File: src/rsp_consts.svh
// constants for the serial register port and its mode table
// assumes a 20 MHz ref_clk shared by both ends of the link
//
// Overview of operation
// - frame is direction bit, seven address, eight data
// - address picks one of 128 byte registers
// - direction one writes, zero reads
// - each byte captured after eight clock cycles
// - host keeps serial clock at most 10 MHz
// - read ignores serial_in after the address
// - read data shifted out on falling edges
// - last read bit held while selected; code puts out the next register's bit 7 on the final falling edge
// - deselect releases serial_out, pullup holds high
// - continued clocking auto-increments the address
// - burst writes capture every further byte
// - modes other than shutdown set by writes
// - shutdown kills port and wipes registers
// - port and registers live outside shutdown
// - each mode adds its own circuit blocks
// - optional blocks switch by configuration bits
// - resets and shutdown exit land in ready
// - shutdown pin high enters shutdown, no access
// - mode value zero standby, 40h sleep
`ifndef RSP_CONSTS_SVH
`define RSP_CONSTS_SVH

`define RSP_REF_CLK_MHZ 20
`define RSP_SCLK_HALF_NS 400
`define RSP_SCLK_HALF_CYC ((`RSP_SCLK_HALF_NS * `RSP_REF_CLK_MHZ + 999) / 1000)
`define RSP_SCLK_MAX_MHZ 10
`define RSP_BYTE_LAST 3'h7
`define RSP_FRAME_HEAD 4'h0
`define RSP_FRAME_WRAP 4'h8
`define RSP_FRAME_LAST 4'hf
`define RSP_MODE_ADDR 7'h07
`define RSP_RESET_ADDR 7'h08
`define RSP_MODE_RESET 8'h01
`define RSP_XTON_BIT 0
`define RSP_PLLON_BIT 1
`define RSP_RXON_BIT 2
`define RSP_TXON_BIT 3
`define RSP_AUX_BIT 5
`define RSP_ENWT_BIT 6
`define RSP_SWRESET_BIT 7

`endif

File: src/rsp_pkg.sv
// types shared by both ends of the serial register port
// assumes rsp_consts.svh for all numeric constants
package rsp_pkg;
   typedef enum logic [1:0] {
      DS_HEAD = 2'b01,
      DS_DATA = 2'b10
   } rsp_dev_state_t;

   typedef enum logic [5:0] {
      HS_IDLE = 6'b000001,
      HS_SETUP = 6'b000010,
      HS_LOW = 6'b000100,
      HS_HIGH = 6'b001000,
      HS_HOLD = 6'b010000,
      HS_GAP = 6'b100000
   } rsp_host_state_t;

   typedef enum logic [7:0] {
      MD_SHUTDOWN = 8'b00000001,
      MD_STANDBY = 8'b00000010,
      MD_SLEEP = 8'b00000100,
      MD_SENSOR = 8'b00001000,
      MD_READY = 8'b00010000,
      MD_TUNING = 8'b00100000,
      MD_TRANSMIT = 8'b01000000,
      MD_RECEIVE = 8'b10000000
   } rsp_mode_t;
endpackage

File: src/rsp_link_if.sv
// the four-wire serial link plus shutdown pin between host and device
// assumes both ends run on the same ref_clk; serial_out has a pullup
`timescale 1ns/1ps
interface rsp_link_if;
   logic sclk;
   logic selectLow;
   logic serialIn;
   logic shutdownPin;
   logic serialOut;
   logic serialOutEn;
   logic serialOutLine;

   // released line floats up through the pullup
   assign serialOutLine = serialOutEn ? serialOut : 1'b1;

   modport dev (
      input sclk,
      input selectLow,
      input serialIn,
      input shutdownPin,
      output serialOut,
      output serialOutEn
   );
   modport host (
      output sclk,
      output selectLow,
      output serialIn,
      output shutdownPin,
      input serialOutLine
   );
endinterface

File: src/rsp_device.sv
// device end: serial slave, 128-byte register file and mode/block enables
// assumes link pins come from another domain and are synchronised here
`timescale 1ns/1ps
`include "rsp_consts.svh"
module rsp_device #(
   parameter int REG_COUNT = 128,
   parameter int ADDR_W = 7
) (
   input wire logic ref_clk,
   input wire logic rst,
   rsp_link_if.dev link,
   output rsp_pkg::rsp_mode_t mode,
   output logic spiPowerEn,
   output logic lfOscEn,
   output logic auxEn,
   output logic xtalEn,
   output logic synthEn,
   output logic paEn,
   output logic rxEn
);
   import rsp_pkg::*;

   ////////////////////////////////////////////////////////////////////////
   // pin synchronisers; stage one feeds only stage two
   logic sclkS1, sclkS2, sclkPrev;
   logic selS1, selS2;
   logic sdiS1, sdiS2;
   logic sdnS1, sdnS2;

   always_ff @(posedge ref_clk) begin
      if (rst) begin
         sclkS1 <= 1'b0;
         sclkS2 <= 1'b0;
         sclkPrev <= 1'b0;
         selS1 <= 1'b1;
         selS2 <= 1'b1;
         sdiS1 <= 1'b0;
         sdiS2 <= 1'b0;
         sdnS1 <= 1'b0;
         sdnS2 <= 1'b0;
      end else begin
         sclkS1 <= link.sclk;
         sclkS2 <= sclkS1;
         sclkPrev <= sclkS2;
         selS1 <= link.selectLow;
         selS2 <= selS1;
         sdiS1 <= link.serialIn;
         sdiS2 <= sdiS1;
         sdnS1 <= link.shutdownPin;
         sdnS2 <= sdnS1;
      end
   end

   logic sclkRise, sclkFall, portLive;
   // edges seen on the synchronised clock, so two ref_clk late
   assign sclkRise = sclkS2 & ~sclkPrev;
   assign sclkFall = ~sclkS2 & sclkPrev;
   assign portLive = ~selS2 & ~sdnS2;

   ////////////////////////////////////////////////////////////////////////
   // register file, one flop row per entry
   logic [7:0] regFile [REG_COUNT];
   logic wrEn, swReset;
   logic [ADDR_W-1:0] wrAddr;
   logic [7:0] wrData;
   logic wipe;

   // shutdown or software reset returns every register to its reset value
   assign wipe = rst | sdnS2 | swReset;

   genvar gi;
   generate
      for (gi = 0; gi < REG_COUNT; gi++) begin : g_reg
         localparam logic [ADDR_W-1:0] IDX = ADDR_W'(gi);
         localparam logic [7:0] RST_VAL = (IDX == `RSP_MODE_ADDR) ? `RSP_MODE_RESET : 8'h00;
         always_ff @(posedge ref_clk) begin
            if (wipe) begin
               regFile[gi] <= RST_VAL;
            end else if (wrEn && wrAddr == IDX) begin
               regFile[gi] <= wrData;
            end
         end
      end
   endgenerate

   ////////////////////////////////////////////////////////////////////////
   // serial shifter
   rsp_dev_state_t devState, next_devState;
   logic [2:0] bitCnt, next_bitCnt;
   logic [6:0] inShift, next_inShift;
   logic isWrite, next_isWrite;
   logic [ADDR_W-1:0] addr, next_addr;
   logic [7:0] outShift, next_outShift;
   logic next_serialOut, next_serialOutEn;
   logic serialOutQ, serialOutEnQ;
   logic next_wrEn, next_swReset;
   logic [ADDR_W-1:0] next_wrAddr;
   logic [7:0] next_wrData;
   logic [7:0] byteIn;
   logic [ADDR_W-1:0] headAddr, stepAddr;

   assign byteIn = {inShift, sdiS2};
   assign headAddr = byteIn[ADDR_W-1:0];
   assign stepAddr = addr + 7'h01;

   // next-state for the shifter and the write port
   always_comb begin
      next_devState = devState;
      next_bitCnt = bitCnt;
      next_inShift = inShift;
      next_isWrite = isWrite;
      next_addr = addr;
      next_outShift = outShift;
      next_serialOut = serialOutQ;
      next_serialOutEn = serialOutEnQ;
      next_wrEn = 1'b0;
      next_wrAddr = wrAddr;
      next_wrData = wrData;
      next_swReset = 1'b0;
      if (!portLive || swReset) begin
         // partial frames are dropped; the line goes back to the pullup
         next_devState = DS_HEAD;
         next_bitCnt = 3'h0;
         next_serialOut = 1'b1;
         next_serialOutEn = 1'b0;
      end else begin
         next_serialOutEn = 1'b1;
         if (sclkRise) begin
            next_inShift = {inShift[5:0], sdiS2};
            next_bitCnt = 3'(bitCnt + 3'h1);
            if (bitCnt == `RSP_BYTE_LAST) begin
               unique case (devState)
                  DS_HEAD: begin
                     next_isWrite = inShift[6];
                     next_addr = headAddr;
                     next_outShift = regFile[headAddr];
                     next_devState = DS_DATA;
                  end
                  DS_DATA: begin
                     if (isWrite) begin
                        next_wrEn = 1'b1;
                        next_wrAddr = addr;
                        next_wrData = byteIn;
                        next_swReset = (addr == `RSP_RESET_ADDR) && byteIn[`RSP_SWRESET_BIT];
                     end else begin
                        next_outShift = regFile[stepAddr];
                     end
                     next_addr = stepAddr;
                  end
               endcase
            end
         end else if (sclkFall && devState == DS_DATA && !isWrite) begin
            // serial_in is not looked at here: read data only flows out
            next_serialOut = outShift[7];
            next_outShift = {outShift[6:0], 1'b0};
         end
      end
   end

   // shifter registers; serial_out keeps each bit until the next falling edge or a deselect
   always_ff @(posedge ref_clk) begin
      if (rst) begin
         devState <= DS_HEAD;
         bitCnt <= 3'h0;
         inShift <= 7'h00;
         isWrite <= 1'b0;
         addr <= 7'h00;
         outShift <= 8'h00;
         serialOutQ <= 1'b1;
         serialOutEnQ <= 1'b0;
         wrEn <= 1'b0;
         wrAddr <= 7'h00;
         wrData <= 8'h00;
         swReset <= 1'b0;
      end else begin
         devState <= next_devState;
         bitCnt <= next_bitCnt;
         inShift <= next_inShift;
         isWrite <= next_isWrite;
         addr <= next_addr;
         outShift <= next_outShift;
         serialOutQ <= next_serialOut;
         serialOutEnQ <= next_serialOutEn;
         wrEn <= next_wrEn;
         wrAddr <= next_wrAddr;
         wrData <= next_wrData;
         swReset <= next_swReset;
      end
   end

   assign link.serialOut = serialOutQ;
   assign link.serialOutEn = serialOutEnQ;

   ////////////////////////////////////////////////////////////////////////
   // operating mode and block enables from the mode register
   logic [7:0] modeReg;
   rsp_mode_t next_mode;
   logic next_spiPowerEn, next_lfOscEn, next_auxEn;
   logic next_xtalEn, next_synthEn, next_paEn, next_rxEn;

   assign modeReg = regFile[`RSP_MODE_ADDR];

   // highest requested mode wins; lower bits then only gate optional blocks
   always_comb begin
      if (sdnS2) begin
         next_mode = MD_SHUTDOWN;
      end else if (modeReg[`RSP_TXON_BIT]) begin
         next_mode = MD_TRANSMIT;
      end else if (modeReg[`RSP_RXON_BIT]) begin
         next_mode = MD_RECEIVE;
      end else if (modeReg[`RSP_PLLON_BIT]) begin
         next_mode = MD_TUNING;
      end else if (modeReg[`RSP_XTON_BIT]) begin
         next_mode = MD_READY;
      end else if (modeReg[`RSP_AUX_BIT]) begin
         next_mode = MD_SENSOR;
      end else if (modeReg[`RSP_ENWT_BIT]) begin
         next_mode = MD_SLEEP;
      end else begin
         next_mode = MD_STANDBY;
      end
      next_spiPowerEn = !sdnS2;
      // the 32 kHz and aux blocks are optional outside their own modes
      next_lfOscEn = !sdnS2 && modeReg[`RSP_ENWT_BIT];
      next_auxEn = !sdnS2 && modeReg[`RSP_AUX_BIT];
      next_xtalEn = next_mode inside {MD_READY, MD_TUNING, MD_TRANSMIT, MD_RECEIVE};
      next_synthEn = next_mode inside {MD_TUNING, MD_TRANSMIT, MD_RECEIVE};
      next_paEn = next_mode == MD_TRANSMIT;
      next_rxEn = next_mode == MD_RECEIVE;
   end

   always_ff @(posedge ref_clk) begin
      if (rst) begin
         mode <= MD_READY;
         spiPowerEn <= 1'b1;
         lfOscEn <= 1'b0;
         auxEn <= 1'b0;
         xtalEn <= 1'b1;
         synthEn <= 1'b0;
         paEn <= 1'b0;
         rxEn <= 1'b0;
      end else begin
         mode <= next_mode;
         spiPowerEn <= next_spiPowerEn;
         lfOscEn <= next_lfOscEn;
         auxEn <= next_auxEn;
         xtalEn <= next_xtalEn;
         synthEn <= next_synthEn;
         paEn <= next_paEn;
         rxEn <= next_rxEn;
      end
   end
endmodule

File: src/flat_wrapper.sv
// flat-port wrapper written by rule: the top's interface ports become plain ports
module rsp_device_flat import rsp_pkg::*;
#(
   parameter int REG_COUNT = 128,
   parameter int ADDR_W = 7
)
  (ref_clk, rst, mode, spiPowerEn, lfOscEn, auxEn, xtalEn, synthEn, paEn, rxEn, link_sclk, link_selectLow, link_serialIn, link_shutdownPin, link_serialOut, link_serialOutEn);
  rsp_link_if link_i ();
  input wire logic ref_clk;
  input wire logic rst;
  output rsp_pkg::rsp_mode_t mode;
  output logic spiPowerEn;
  output logic lfOscEn;
  output logic auxEn;
  output logic xtalEn;
  output logic synthEn;
  output logic paEn;
  output logic rxEn;
  input wire logic [$bits(link_i.sclk)-1:0] link_sclk;
  input wire logic [$bits(link_i.selectLow)-1:0] link_selectLow;
  input wire logic [$bits(link_i.serialIn)-1:0] link_serialIn;
  input wire logic [$bits(link_i.shutdownPin)-1:0] link_shutdownPin;
  output wire logic [$bits(link_i.serialOut)-1:0] link_serialOut;
  output wire logic [$bits(link_i.serialOutEn)-1:0] link_serialOutEn;
  assign link_i.sclk = link_sclk;
  assign link_i.selectLow = link_selectLow;
  assign link_i.serialIn = link_serialIn;
  assign link_i.shutdownPin = link_shutdownPin;
  assign link_serialOut = link_i.serialOut;
  assign link_serialOutEn = link_i.serialOutEn;
  rsp_device #(.REG_COUNT(REG_COUNT), .ADDR_W(ADDR_W)) u_core (.ref_clk(ref_clk), .rst(rst), .link(link_i), .mode(mode), .spiPowerEn(spiPowerEn), .lfOscEn(lfOscEn), .auxEn(auxEn), .xtalEn(xtalEn), .synthEn(synthEn), .paEn(paEn), .rxEn(rxEn));
endmodule
File: config.mk
export PLATFORM = sky130hd
export DESIGN_NAME = rsp_device_flat
export DESIGN_NICKNAME = d
export VERILOG_FILES = /design/src/rsp_pkg.sv /design/src/rsp_link_if.sv /design/src/rsp_device.sv /design/src/flat_wrapper.sv
export VERILOG_INCLUDE_DIRS = /design/src /design/src/src
export SDC_FILE = /design/constraint.sdc
export NUM_CORES = 2
export LEC_CHECK = 0
export BUFFER_PORTS_ARGS = -buffer_cell sky130_fd_sc_hd__buf_4
export CORE_MARGIN = 1
export CORE_UTILIZATION = 35
export CTS_BUF_LIST = sky130_fd_sc_hd__clkbuf_2
export DETAILED_ROUTE_END_ITERATION = 8
export HOLD_SLACK_MARGIN = 0.1
export PLACE_DENSITY = 0.51
export SYNTH_ARGS = -nofsm -noshare
export SYNTH_HDL_FRONTEND = slang
export SYNTH_SLANG_ARGS = --single-unit
File: constraint.sdc
create_clock -name ref_clk -period 5.35 [get_ports ref_clk]
set_input_delay 0.8025 -clock ref_clk [delete_from_list [all_inputs] [get_ports ref_clk]]
set_output_delay 0.8025 -clock ref_clk [all_outputs]
set_load 0.05 [all_outputs]
==> reports/results.tsv <==
metric	value	unit
RSZ-0062 raised after global routing	no	
routed length per instance	33.1	um
setup bufs post-CTS	0	
cell chosen for the clock root	clkbuf_2	
via count	40600	
Port Buf Inserts	22	
critical hold path startpoint	u_core.selS1	
Static Leakage	24.4	nW
Register-to-Register Path Depth	10	
area of the mapped netlist	58800	um^2
Reg2Reg Launch Point	u_core.addr[0]	
CP required	6.91	ns
final-report setup violation count	0	
Crit Path Category	reg -> reg	
CP endpoint kind	register	
row count	150	
antenna violations before repair	19	
largest net degree at the start of global routing	129	
worst reg-to-reg setup slack	1.21	ns
# hold bufs at CTS	16	
DR iter-0 viols	5551	
Cells on Worst Hold Path	1	
fmax	0.241	GHz
Area Overhead vs Synth	10.2	%
gr ovfl total	0	
Final Max Tran Viols	0	
Top FF cell, synth	edfxtp_1	
Hold EP	u_core.selS2	
crit path max fanout	25	
Synth Area in Simple Gates	0.142	
number of synthesized flops with an enable pin	1024	
filler cell count	15700	
CTS tree	built	
post-synthesis compound-gate area fraction	0.0325	
H-tree Lvls	5	
Adder-Cell Fraction of Synth Area	0.000852	
Max VDD drop	0.145	mV
XOR/XNOR share of the synthesized area	0.00132	
Pre-antenna DRT Iters	8	
total CTS buffers	322	
Yosys warnings	0	
PostCTS Resize Cnt	0	
Final Critical Period	4.14	ns
clk slew on worst S/H paths	0.11	ns
Vias/cell	6.17	
HP Class	reg -> reg	
Data arrival, critical path	5.70	ns
Clock Sinks	1095	
Die Y	412	um
Clock Path Buffers	4	
Slew headroom	0.0446	
Core Footprint	167000	um^2
Synth Area per Inst	14.4	um^2
first-pass GRT wire length	307000	um
mux cell area share after synthesis	0.238	
final net count	4177	
Synth Register Bits	1095	
DRC Markers	0	
number of global-route vias before repair	39600	
placed cells	6031	
Mapped Nets	4079	
post-synthesis instance total	4069	
Seq/Total Area, Yosys	0.547	
status	complete, no violations	
post-route ant nets	0	
largest family of logic cells by synthesized area	multiplexers	
Total GRT Usage	0.255	
gp weighted congestion	0.930	
DP HPWL	136000	um
Setup TNS	0	ns
share of layout cells above drive strength 1	0.316	
clock skew	0.163	ns
Yosys cell types	70	
io pins	23	
slew at the pin closest to its max-slew limit	1.43	ns
Die ar.	170000	um^2
Horiz. Die Dim	412	um
crit share post-route	0.774	
worst reg2reg endpoint	u_core.outShift[2]	
clk_lat worst skew	1.72	ns
startpoint types	register	
drt total wl	218000	um
initial core utilization	0.352	
Fin. Hold Viols	0	
ys async rst share	0	
Pwr Density	265	nW/um^2
Final Non-Filler Cells	6587	
max-cap violations	0	
worst hold margin	0.440	ns
[layer usage]
metal | part of all wire | global-route usage | up-vias
li1 | - | - | 16500
met1 | 0.41 | 0.354 | 21200
met2 | 0.45 | 0.377 | 2501
met3 | 0.11 | 0.0717 | 453
met4 | 0.036 | 0.101 | 12
met5 | 0.00045 | 0 | -
[flip-flops by register name (all words and copies together), names as in the netlist, 2 cells and up]
name,count
u_core.outShift,8
u_core.mode,8
u_core.wrData,8
u_core.bitCnt,3
u_core.wrAddr,7
u_core.inShift,7
u_core.devState,2
u_core.regFile,1024
u_core.addr,7
[power by group]
group | total, W | switching (W) | internal (W)
Combinational | 0.00110 | 0.000642 | 0.000456
Sequential | 0.00994 | 0.000217 | 0.00973
Clock | 0.00614 | 0.00379 | 0.00235
Total | 0.0172 | 0.00465 | 0.0125
[worst max-delay path, stage by stage, from the launching register on]
cell and delay (ns):
dfxtp_4 0.65, inv_1 0.18, ha_4 0.70, buf_4 0.41
buf_4 0.27, mux4_2 0.34, mux4_2 0.48, mux2i_1 0.45
o22ai_1 0.17, nor4_1 0.26, o31ai_1 0.11
[synth_stat cells (all sizes together) (11+ instances only)]
cell type / number / area share
mux4: 574 / 0.22
a31oi: 11 / 0.0012
nand2: 159 / 0.010
a21oi: 44 / 0.0037
clkbuf: 380 / 0.024
o21ai: 161 / 0.014
buf: 130 / 0.013
edfxtp: 1024 / 0.52
a22oi: 18 / 0.0023
dfxtp: 71 / 0.024
mux2: 16 / 0.0031
nor2: 105 / 0.0067
mux2i: 90 / 0.015
nor3: 21 / 0.0018
a221oi: 12 / 0.0018
and3: 776 / 0.083
nand3: 55 / 0.0047
and2: 264 / 0.028
nor2b: 19 / 0.0020
[cell families (layout without fill, tap and decap cells)]
kind of cell / Yosys count / in the layout
AND/OR/NAND/NOR: 1447 / 1447
flip-flops: 1095 / 1095
multiplexers: 680 / 680
buffers and inverters: 521 / 824
AO/OA/AOI/OAI: 314 / 314
XOR/XNOR: 8 / 8
adder cells (fa/ha/maj): 4 / 4
other: 0 / 11
[through the flow]
step / utilization / power [W] / worst slack (ns) / cell area (um^2)
global route: 0.388 / 0.0178 / 1.15 / 64700
CTS: 0.388 / 0.0173 / 1.25 / 64700
floorplan: - / 0.0107 / 1.47 / 58800
finish: 0.388 / 0.0172 / 1.21 / 64800
detailed placement: 0.371 / 0.0112 / 1.27 / 61900
global placement: 0.371 / 0.0112 / 1.23 / 61900
[worst max-delay path by stage]
| stage | startpoint | end | slack (ns) | depth (start not counted) |
|---|---|---|---|---|
| floorplan | u_core.addr[0] | u_core.outShift[2] | 1.47 | 16 |
| global placement | u_core.addr[0] | u_core.outShift[1] | 1.23 | 10 |
| detailed placement | u_core.addr[0] | u_core.outShift[1] | 1.27 | 10 |
| CTS | u_core.addr[0] | u_core.outShift[1] | 1.25 | 10 |
| global route | u_core.addr[0] | u_core.outShift[2] | 1.15 | 10 |
| finish | u_core.addr[0] | u_core.outShift[2] | 1.21 | 10 |
[area by class of cell]
cell class | count | area, um^2 | area share
Clock inverter | 74 | 340 | 0.00525
Clock buffer | 455 | 2280 | 0.0352
Sequential cell | 1095 | 32200 | 0.497
Antenna cell | 11 | 27.5 | 0.000425
Timing Repair Buffer | 284 | 2460 | 0.0379
Tap cell | 2204 | 2760 | 0.0426
Multi-Input combinational cell | 2453 | 24600 | 0.381
Inverter | 11 | 41.3 | 0.000638
[layout by cell type (no fill, tap or decap), types with 12 or more instances in the layout]
cell,synthesis,layout
and3_1,776,776
clkbuf_2,0,455
and2_1,264,264
nor2_1,105,82
edfxtp_1,1024,1024
dfxtp_1,71,58
buf_12,0,23
nor3_1,21,20
a22oi_1,18,18
nor2_4,0,23
mux2i_1,90,90
nand3_1,55,55
nor2b_1,19,17
mux4_2,574,574
dfxtp_4,0,13
clkinv_1,1,62
a21oi_1,44,44
dlygate4sd3_1,0,15
mux2_2,16,16
nand2_1,159,159
a221oi_1,12,12
o21ai_1,3,15
buf_4,34,246
o21ai_0,158,146
Power figures use the tool's default switching activity.
